$ cat config.mk
export PLATFORM = sky130hd
export DESIGN_NAME = tcmc_timer
export DESIGN_NICKNAME = d
export VERILOG_FILES = /design/src/include/tcmc_pkg.sv /design/src/hdl/tcmc_timer.sv
export SDC_FILE = /design/constraint.sdc
export NUM_CORES = 1
export LEC_CHECK = 0
export CAP_MARGIN = 20
export CORE_MARGIN = 3
export CORE_UTILIZATION = 47
export DETAILED_ROUTE_END_ITERATION = 12
export DONT_BUFFER_PORTS = 1
export HOLD_SLACK_MARGIN = 0.05
export MAX_ROUTING_LAYER = met4
export PLACE_DENSITY_LB_ADDON = 0.08
export SYNTH_ARGS = -nofsm -noshare
export SYNTH_HDL_FRONTEND = slang
export SYNTH_SLANG_ARGS = --single-unit
$ cat constraint.sdc
create_clock -name clock -period 3.57 [get_ports clock]
set_clock_uncertainty 0.2 [all_clocks]
set_input_delay 0 -clock clock [delete_from_list [all_inputs] [get_ports clock]]
set_output_delay 0 -clock clock [all_outputs]
set_load 0.02 [all_outputs]
$ cat src/include/tcmc_pkg.sv
package tcmc_pkg;
  // Byte addresses on the register bus
  localparam logic [7:0] ADDR_CMD = 8'h00;
  localparam logic [7:0] ADDR_MODE = 8'h04;
  localparam logic [7:0] ADDR_COUNT = 8'h10;
  localparam logic [7:0] ADDR_CAPA = 8'h14;
  localparam logic [7:0] ADDR_CAPB = 8'h18;
  localparam logic [7:0] ADDR_CMPC = 8'h1c;
  localparam logic [7:0] ADDR_STAT = 8'h20;
  localparam logic [7:0] ADDR_ROUTE = 8'hc4;
  // Command bits
  localparam int CMD_EN = 0;
  localparam int CMD_DIS = 1;
  localparam int CMD_TRIG = 2;
  // Mode fields shared by both personalities; the A and B load fields are capture only
  localparam int M_CLKS = 0;
  localparam int M_CLOCK_EDGE_INVERT = 3;
  localparam int M_BURST = 4;
  localparam int M_STOP = 6;
  localparam int M_DIS = 7;
  localparam int M_EDGE = 8;
  localparam int M_WAVE = 15;
  localparam int M_LOADA = 16;
  localparam int M_LOADB = 18;
  // Capture only
  localparam int M_TRIGLINE = 10;
  localparam int M_CTRIG = 14;
  // Waveform only
  localparam int M_EVSRC = 10;
  localparam int M_EVTRIG = 12;
  localparam int M_SHAPE = 13;
  localparam int M_ACTA = 16;
  localparam int M_ACTC = 18;
  localparam int MODE_W = 20;
  localparam logic [MODE_W-1:0] MODE_RESET = 20'h00000;
  // Routing fields
  localparam int R_LINE0 = 0;
  localparam int R_LINE1 = 2;
  localparam int R_LINE2 = 4;
  localparam logic [5:0] ROUTE_RESET = 6'h00;
  // Status bits
  localparam int STAT_CLOCK_ENABLE_CMD = 16;
  localparam int STAT_LINEA = 17;
  localparam int STAT_LINEB = 18;
  // Prescaler taps for internal clocks 1 to 5
  localparam int DIV_W = 10;
  localparam int ICLK_TAP [0:4] = '{0, 2, 4, 6, 9};
  localparam logic [15:0] COUNT_MAX = 16'hffff;

  typedef struct packed {
    logic psel;
    logic penable;
    logic pwrite;
    logic [7:0] paddr;
    logic [31:0] pwdata;
  } tcmc_apb_type;

  typedef struct packed {
    logic lineAOut;
    logic lineAOe;
    logic lineBOut;
    logic lineBOe;
  } tcmc_pins_type;

  typedef enum logic {
    DIR_UP = 1'b0,
    DIR_DOWN = 1'b1
  } tcmc_dir_type;
endpackage : tcmc_pkg

$ cat src/hdl/tcmc_timer.sv
// Our own choices: register access over APB and the register addresses.
`timescale 1ns/1ps
// What this block does
// - Line 0 takes clock pin 0, nothing, channel 1 A or channel 2 A
// - Line 1 takes clock pin 1, nothing, channel 0 A or channel 2 A
// - Line 2 takes clock pin 2, nothing, channel 0 A or channel 1 A
// - Enable command turns clock on unless a disable command or disable event comes in the same cycle
// - Disable command turns the counter clock off
// - Software trigger starts the counter clock; it zeroes the counter except in up/down shapes
// - Source field picks internal clock 1-5 or line 0-2; invert picks edge
// - Gating field ANDs selected clock with line 0, 1 or 2
// - Capture: B load stops the clock when stop bit set
// - Capture: B load disables the clock when disable bit set
// - Capture: trigger edge field picks none, rising, falling, both
// - Capture: trigger comes from line B, or line A when bit set
// - Capture: C match zeroes counter and starts clock when enabled
// - Mode bit picks capture (0) or waveform (1) personality
// - Capture: line A edges load A and B per own fields
// - Waveform: C match stops the clock when stop bit set
// - Waveform: C match disables the clock when disable bit set
// - Waveform: event edge field picks none, rising, falling, both
// - Waveform: event is line B (then input) or line 0-2
// - Waveform: detected event starts clock if enabled, and zeroes counter except in up/down shapes
// - Shape: up or up/down, with or without C match trigger
// - Waveform: A and C matches set, clear or toggle line A
// - Plain up shape counts to the top and wraps to zero
// - In up/down shapes a trigger reverses counting direction
module tcmc_timer (
  // Clock and reset
  input wire logic clock,
  input wire logic rst,
  // Register bus
  input wire tcmc_pkg::tcmc_apb_type apb,
  output logic [31:0] prdata,
  output logic pready,
  output logic pslverr,
  // Pins and neighbouring channels
  input wire logic [2:0] clockPin,
  input wire logic chan1LineA,
  input wire logic chan2LineA,
  input wire logic lineAIn,
  input wire logic lineBIn,
  output tcmc_pkg::tcmc_pins_type pins
);
  import tcmc_pkg::*;

  logic [MODE_W-1:0] mode;
  logic [5:0] route;
  logic [15:0] count, capA, capB, cmpC;
  logic [DIV_W-1:0] div;
  logic clock_enable_cmd, clkRun, lineAReg;
  logic prevClk, prevA, prevTrig, prevEvt;
  tcmc_dir_type dir;
  logic [2:0] extLine;
  logic wave, upDown, lineA, clkLevel, tick, active;
  logic trigSig, evtSig, capTrig, evt, loadA, loadB;
  logic matchA, matchC, autoC, swTrig, extTrig, trigReset;
  logic stopB, stopC, disB, disC;
  logic wr, rdSetup, mapped;
  logic [15:0] top;
  logic [31:0] next_prdata;

  function automatic logic pick(input logic [1:0] s, input logic p,
                                input logic a, input logic b);
    case (s)
      2'b00: pick = p;
      2'b01: pick = 1'b0;
      2'b10: pick = a;
      default: pick = b;
    endcase
  endfunction : pick

  function automatic logic edgeHit(input logic [1:0] s, input logic pv,
                                   input logic cv);
    case (s)
      2'b01: edgeHit = !pv && cv;
      2'b10: edgeHit = pv && !cv;
      2'b11: edgeHit = pv != cv;
      default: edgeHit = 1'b0;
    endcase
  endfunction : edgeHit

  function automatic logic act(input logic [1:0] s, input logic v);
    case (s)
      2'b01: act = 1'b1;
      2'b10: act = 1'b0;
      2'b11: act = !v;
      default: act = v;
    endcase
  endfunction : act

  // Personality and own line A level as the neighbours see it
  assign wave = mode[M_WAVE];
  assign upDown = mode[M_SHAPE];
  assign lineA = wave ? lineAReg : lineAIn;

  // Block clock routing
  assign extLine[0] = pick(route[R_LINE0+:2], clockPin[0], chan1LineA,
                           chan2LineA);
  assign extLine[1] = pick(route[R_LINE1+:2], clockPin[1], lineA,
                           chan2LineA);
  assign extLine[2] = pick(route[R_LINE2+:2], clockPin[2], lineA,
                           chan1LineA);

  // Counting clock: source, gating, edge
  always_comb begin
    logic sel;
    logic gate;
    sel = 1'b0;
    gate = 1'b1;
    case (mode[M_CLKS+:3])
      3'b000: sel = div[ICLK_TAP[0]];
      3'b001: sel = div[ICLK_TAP[1]];
      3'b010: sel = div[ICLK_TAP[2]];
      3'b011: sel = div[ICLK_TAP[3]];
      3'b100: sel = div[ICLK_TAP[4]];
      3'b101: sel = extLine[0];
      3'b110: sel = extLine[1];
      default: sel = extLine[2];
    endcase
    case (mode[M_BURST+:2])
      2'b01: gate = extLine[0];
      2'b10: gate = extLine[1];
      2'b11: gate = extLine[2];
      default: gate = 1'b1;
    endcase
    clkLevel = sel & gate;
  end

  // Edge of the gated level; pins are already synchronous
  assign tick = mode[M_CLOCK_EDGE_INVERT] ? (prevClk && !clkLevel)
                             : (!prevClk && clkLevel);
  assign active = tick && clock_enable_cmd && clkRun;

  // Capture triggers and loads
  assign trigSig = mode[M_TRIGLINE] ? lineAIn : lineBIn;
  assign capTrig = !wave && edgeHit(mode[M_EDGE+:2], prevTrig,
                                    trigSig);
  assign loadA = !wave && edgeHit(mode[M_LOADA+:2], prevA,
                                  lineAIn);
  assign loadB = !wave && edgeHit(mode[M_LOADB+:2], prevA,
                                  lineAIn);

  // Waveform external event
  always_comb begin
    case (mode[M_EVSRC+:2])
      2'b00: evtSig = lineBIn;
      2'b01: evtSig = extLine[0];
      2'b10: evtSig = extLine[1];
      default: evtSig = extLine[2];
    endcase
  end
  assign evt = wave && edgeHit(mode[M_EDGE+:2], prevEvt, evtSig);

  // Compare matches are taken on a counting edge
  assign matchA = wave && active && count == capA;
  assign matchC = active && count == cmpC;
  assign autoC = matchC && (wave ? mode[M_SHAPE+1]
                                 : mode[M_CTRIG]);
  assign extTrig = wave ? (mode[M_EVTRIG] && evt) : capTrig;

  // Bus strobes
  assign wr = apb.psel && apb.penable && apb.pwrite;
  assign rdSetup = apb.psel && !apb.penable && !apb.pwrite;
  assign swTrig = wr && apb.paddr == ADDR_CMD
                  && apb.pwdata[CMD_TRIG];
  // Up/down shapes: any trigger turns the count round without zeroing it
  assign trigReset = (swTrig || extTrig || autoC)
                     && !(wave && upDown);
  assign top = (wave && mode[M_SHAPE+1]) ? cmpC : COUNT_MAX;

  // Clock stop and disable events
  assign stopB = loadB && mode[M_STOP];
  assign disB = loadB && mode[M_DIS];
  assign stopC = wave && matchC && mode[M_STOP];
  assign disC = wave && matchC && mode[M_DIS];

  // Free-running prescaler for the internal clocks
  always_ff @(posedge clock) begin
    if (rst) begin
      div <= '0;
    end else begin
      div <= div + 1'b1;
    end
  end

  // Previous samples for edge detection
  always_ff @(posedge clock) begin
    if (rst) begin
      prevClk <= 1'b0;
      prevA <= 1'b0;
      prevTrig <= 1'b0;
      prevEvt <= 1'b0;
    end else begin
      prevClk <= clkLevel;
      prevA <= lineAIn;
      prevTrig <= trigSig;
      prevEvt <= evtSig;
    end
  end

  // Clock enable: disable command and events beat enable
  always_ff @(posedge clock) begin
    if (rst) begin
      clock_enable_cmd <= 1'b0;
    end else if (wr && apb.paddr == ADDR_CMD && apb.pwdata[CMD_DIS]) begin
      clock_enable_cmd <= 1'b0;
    end else if (disB || disC) begin
      clock_enable_cmd <= 1'b0;
    end else if (wr && apb.paddr == ADDR_CMD && apb.pwdata[CMD_EN]) begin
      clock_enable_cmd <= 1'b1;
    end
  end

  // Run state: a stop beats a trigger in the same cycle
  always_ff @(posedge clock) begin
    if (rst) begin
      clkRun <= 1'b0;
    end else if (stopB || stopC) begin
      clkRun <= 1'b0;
    end else if (swTrig || extTrig || autoC) begin
      clkRun <= 1'b1;
    end
  end

  // Direction, only meaningful in up/down shapes
  always_ff @(posedge clock) begin
    if (rst) begin
      dir <= DIR_UP;
    end else if (!(wave && upDown)) begin
      dir <= DIR_UP;
    end else if (swTrig || extTrig) begin
      dir <= (dir == DIR_UP) ? DIR_DOWN : DIR_UP;
    end else if (active && dir == DIR_UP && count == top) begin
      dir <= DIR_DOWN;
    end else if (active && dir == DIR_DOWN && count == 16'h0000) begin
      dir <= DIR_UP;
    end
  end

  // Counter value
  always_ff @(posedge clock) begin
    if (rst) begin
      count <= 16'h0000;
    end else if (trigReset) begin
      count <= 16'h0000;
    end else if (active && wave && upDown) begin
      if (dir == DIR_UP) begin
        count <= (count == top) ? count - 16'h0001 : count + 16'h0001;
      end else begin
        count <= (count == 16'h0000) ? 16'h0001 : count - 16'h0001;
      end
    end else if (active) begin
      count <= count + 16'h0001;
    end
  end

  // Registers A and B: captured, or written in waveform mode
  always_ff @(posedge clock) begin
    if (rst) begin
      capA <= 16'h0000;
      capB <= 16'h0000;
    end else begin
      if (loadA) begin
        capA <= count;
      end else if (wave && wr && apb.paddr == ADDR_CAPA) begin
        capA <= apb.pwdata[15:0];
      end
      if (loadB) begin
        capB <= count;
      end else if (wave && wr && apb.paddr == ADDR_CAPB) begin
        capB <= apb.pwdata[15:0];
      end
    end
  end

  // Software-owned configuration
  always_ff @(posedge clock) begin
    if (rst) begin
      mode <= MODE_RESET;
      route <= ROUTE_RESET;
      cmpC <= 16'h0000;
    end else if (wr) begin
      if (apb.paddr == ADDR_MODE) begin
        mode <= apb.pwdata[MODE_W-1:0];
      end
      if (apb.paddr == ADDR_ROUTE) begin
        route <= apb.pwdata[5:0];
      end
      if (apb.paddr == ADDR_CMPC) begin
        cmpC <= apb.pwdata[15:0];
      end
    end
  end

  // Line A output; C action applied last so it wins a tie
  always_ff @(posedge clock) begin
    if (rst) begin
      lineAReg <= 1'b0;
    end else if (matchC && wave) begin
      lineAReg <= act(mode[M_ACTC+:2],
                      matchA ? act(mode[M_ACTA+:2], lineAReg)
                             : lineAReg);
    end else if (matchA) begin
      lineAReg <= act(mode[M_ACTA+:2], lineAReg);
    end
  end

  // Pins: line B is released when it serves as the event
  assign pins.lineAOut = lineAReg;
  assign pins.lineAOe = wave;
  assign pins.lineBOut = 1'b0;
  assign pins.lineBOe = wave && mode[M_EVSRC+:2] != 2'b00;

  // Read data latched in the setup cycle
  always_comb begin
    next_prdata = 32'h00000000;
    mapped = 1'b1;
    case (apb.paddr)
      ADDR_CMD: next_prdata = 32'h00000000;
      ADDR_MODE: next_prdata[MODE_W-1:0] = mode;
      ADDR_COUNT: next_prdata[15:0] = count;
      ADDR_CAPA: next_prdata[15:0] = capA;
      ADDR_CAPB: next_prdata[15:0] = capB;
      ADDR_CMPC: next_prdata[15:0] = cmpC;
      ADDR_STAT: begin
        next_prdata[STAT_CLOCK_ENABLE_CMD] = clock_enable_cmd;
        next_prdata[STAT_LINEA] = lineA;
        next_prdata[STAT_LINEB] = lineBIn;
      end
      ADDR_ROUTE: next_prdata[5:0] = route;
      default: mapped = 1'b0;
    endcase
  end

  always_ff @(posedge clock) begin
    if (rst) begin
      prdata <= 32'h00000000;
    end else if (rdSetup) begin
      prdata <= next_prdata;
    end
  end

  // Zero wait states; unmapped addresses answer with an error
  assign pready = 1'b1;
  assign pslverr = apb.psel && apb.penable && !mapped;
endmodule : tcmc_timer

==> impl_results.md <==
- Status: finished, final reports clean
- Max Slew Vio Count: 0
- Crit path kind: in -> reg
- Remaining DRCs: 0
- Finished Cell Area: 0.008726 mm^2
- Drt pass-1 iters: 6
- Initial drt markers: 677
- Max IR drop VDD: 0.3380 mV
- Max-cap violations: 0
- Worst Min Path Start: apb[34]
- Static leakage power: 0.003198 uW
- Antenna violations before repair: 1
- Final period utilization: 0.9213
- Total track usage: 0.2730
- # fillers: 1414
- Setup_tns: 0 ns
- Top cells by area, synth: dfxtp_1, mux2i_1, nor2_1
- RR Startpoint: mode[15]
- Detailed placer's ending HPWL: 15930 um
- First-pass GRT wire length: 36640 um
- Min-Delay Path Class: in -> reg
- Clock Latency Late Sink: 0.43 ns
- Fmax: 304.0 MHz
- Slew margin rel.: 0.2565
- Commonest non-fill, non-tap cells in the layout: dfxtp_1, nor2_1, nand2_1
- Cts bufs inserted: 17
- Vias post-DR: 7028
- Final ANT Viol Nets: 0
- Worst EP required: 3.74 ns
- FF-to-FF path depth: 15
- Die ar.: 0.01738 mm^2
- Rows: 45
- Worst-path clk slew: 0.06 ns
- Layout cells sized above 1: 0.1060
- Root Buffer: clkbuf_16
- Multi-input gate area: 0.004457 mm^2
- WHS Endpoint: prdata[6]
- Worst setup EP type: register
- I/O pins: 90
- Sequential area share after synthesis: 0.3443
- CP Data Arrival Time: 3.45 ns
- Core area: 0.01537 mm^2
- Final wirelength: 23580 um
- Min Tclk post-route: 3.289 ns
- Vias per cell: 6.127
- Die Wd: 131.8 um
- Post-synth EDFFs: 0
- Area grow syn2layout: 17.25%
- Warnings from Yosys: 0
- Cell count after synthesis: 899
- Yosys top cell by area: dfxtp_1
- Nature of the critical path startpoint: primary input
- H-tree depth: 4
- Initial Util: 0.4842
- Setup Viol. Count Final: 0
- GRT overflow: 0
- Reg2Reg Setup Slack: 0.33 ns
- Reg2reg end: count[4]
- Pin count of the biggest net entering global routing: 115
- Yosys cell types: 70
- Commonest non-fill, non-tap cell in the layout: dfxtp_1
- Post-synth top area share: 0.3443
- Hold depth: 4
- Mapped Area: 0.007442 mm^2
- Power per Cell Area: 393.1 mW/mm^2
- Wire length per cell: 20.56 um
- Avg Cell Area, Syn: 8.278 um^2
- Async SR Flop Fraction: 0
- Dpl ws: 0.3223 ns
- Placed cell areas: 0.007561 mm^2
- GPL Wtd Cong: 0.9105
- RSZ-0062 raised after global routing: no
- Post-CTS Setup Bufs: 0
- Crit path max fanout: 19
- Clock Sinks: 128
- PnR worst setup slack: 0.2809 ns
- Port Buf Inserts: 0
- Number of global-route vias before repair: 6557
- TritonCTS clock tree: done
- Slew @ Worst Pin: 1.112 ns
- Seq cells post-synth: 128
- Endpoints failing hold: 0
- Main synth FF type: dfxtp_1
- Seq. cell area: 0.002562 mm^2
- Nets: 982
- CTS max path bufs: 2
- Die Height: 131.8 um
cells in the mapped netlist (14+ instances only):
library cell    n
dfxtp_1       128
nor2_1        115
nand2_1        81
mux2i_1        62
a21oi_1        55
a211oi_1       54
clkbuf_1       43
nand3_1        33
xnor2_1        23
inv_1          20
nor3_1         20
a22oi_1        17
buf_4          16
and3_1         15
buf_1          14
buf_2          14
o21ai_0        14
registers in the layout (all words and copies together) (netlist names), 6 cells and up:
register / cells
count: 16
cmpC: 16
div: 10
prdata: 20
mode: 20
route: 6
capA: 16
capB: 16
final cells by class:
cell class,instances,share of cell area
timing repair buffer,79,0.08747
clock inverter,14,0.01792
antenna,2,0.0005736
tap,211,0.03026
clock buffer,18,0.05033
sequential,128,0.2937
multi-input combinational,674,0.5108
inverter,21,0.009034
kinds of logic after synthesis:
kind of cell,count (synthesis),share of synthesized area
XOR/XNOR,33,0.03884
adder cells (fa/ha/maj),9,0.01513
AO/OA/AOI/OAI,206,0.1969
flip-flops,128,0.3443
buffers and inverters,109,0.06641
other,2,0.001009
AND/OR/NAND/NOR,330,0.2093
multiplexers,82,0.1281
routing by layer:
layer / track usage / up-vias / routed length [um]
met4: 0.07118 / 0 / 298
met1: 0.3551 / 3436 / 10290
met2: 0.4312 / 284 / 11320
li1: - / 3277 / -
met5: - / - / 0
met3: 0.06221 / 31 / 1667
worst max path at each step:
stage,start,endpoint,cells past startpoint
CTS,apb[39],cmpC[13],10
finish,apb[35],mode[12],8
global placement,mode[15],count[4],15
floorplan,mode[15],count[12],14
detailed placement,mode[15],count[4],15
global route,mode[15],count[4],15
worst max-delay path: stages:
cell and delay (ns):
dlygate4sd3_1 1.27, nor3_1 0.23, and3_1 0.40, nand2_1 0.47, buf_4 0.30, nand2_1 0.07
a21oi_1 0.14, dlygate4sd3_1 0.56
per-stage QoR:
step                utilization  power, uW  instances  hold WS (ns)
finish                   0.5677       3430       1147       0.06905
global route             0.5675       3545       1146       0.06291
CTS                      0.5656       3440       1144       0.05121
detailed placement       0.4919       1601       1061       -0.1013
global placement         0.4919       1596       1061       -0.1146
floorplan                     -       1617        911      -0.06403
where the power goes:
part | total [uW] | internal [uW] | leakage (uW) | switching (uW)
logic | 196 | 78.2 | 0.00188 | 118
clock network | 1770 | 1050 | 0.000280 | 712
registers | 1470 | 1440 | 0.00103 | 23.4
timing repair:
action,in CTS,in global routing
hold buffers,51,1
endpoints found under the setup margin,0,3
hold endpoints to repair,129,7
resized for setup,0,3
Note: power is estimated with default switching activity, not from simulation.
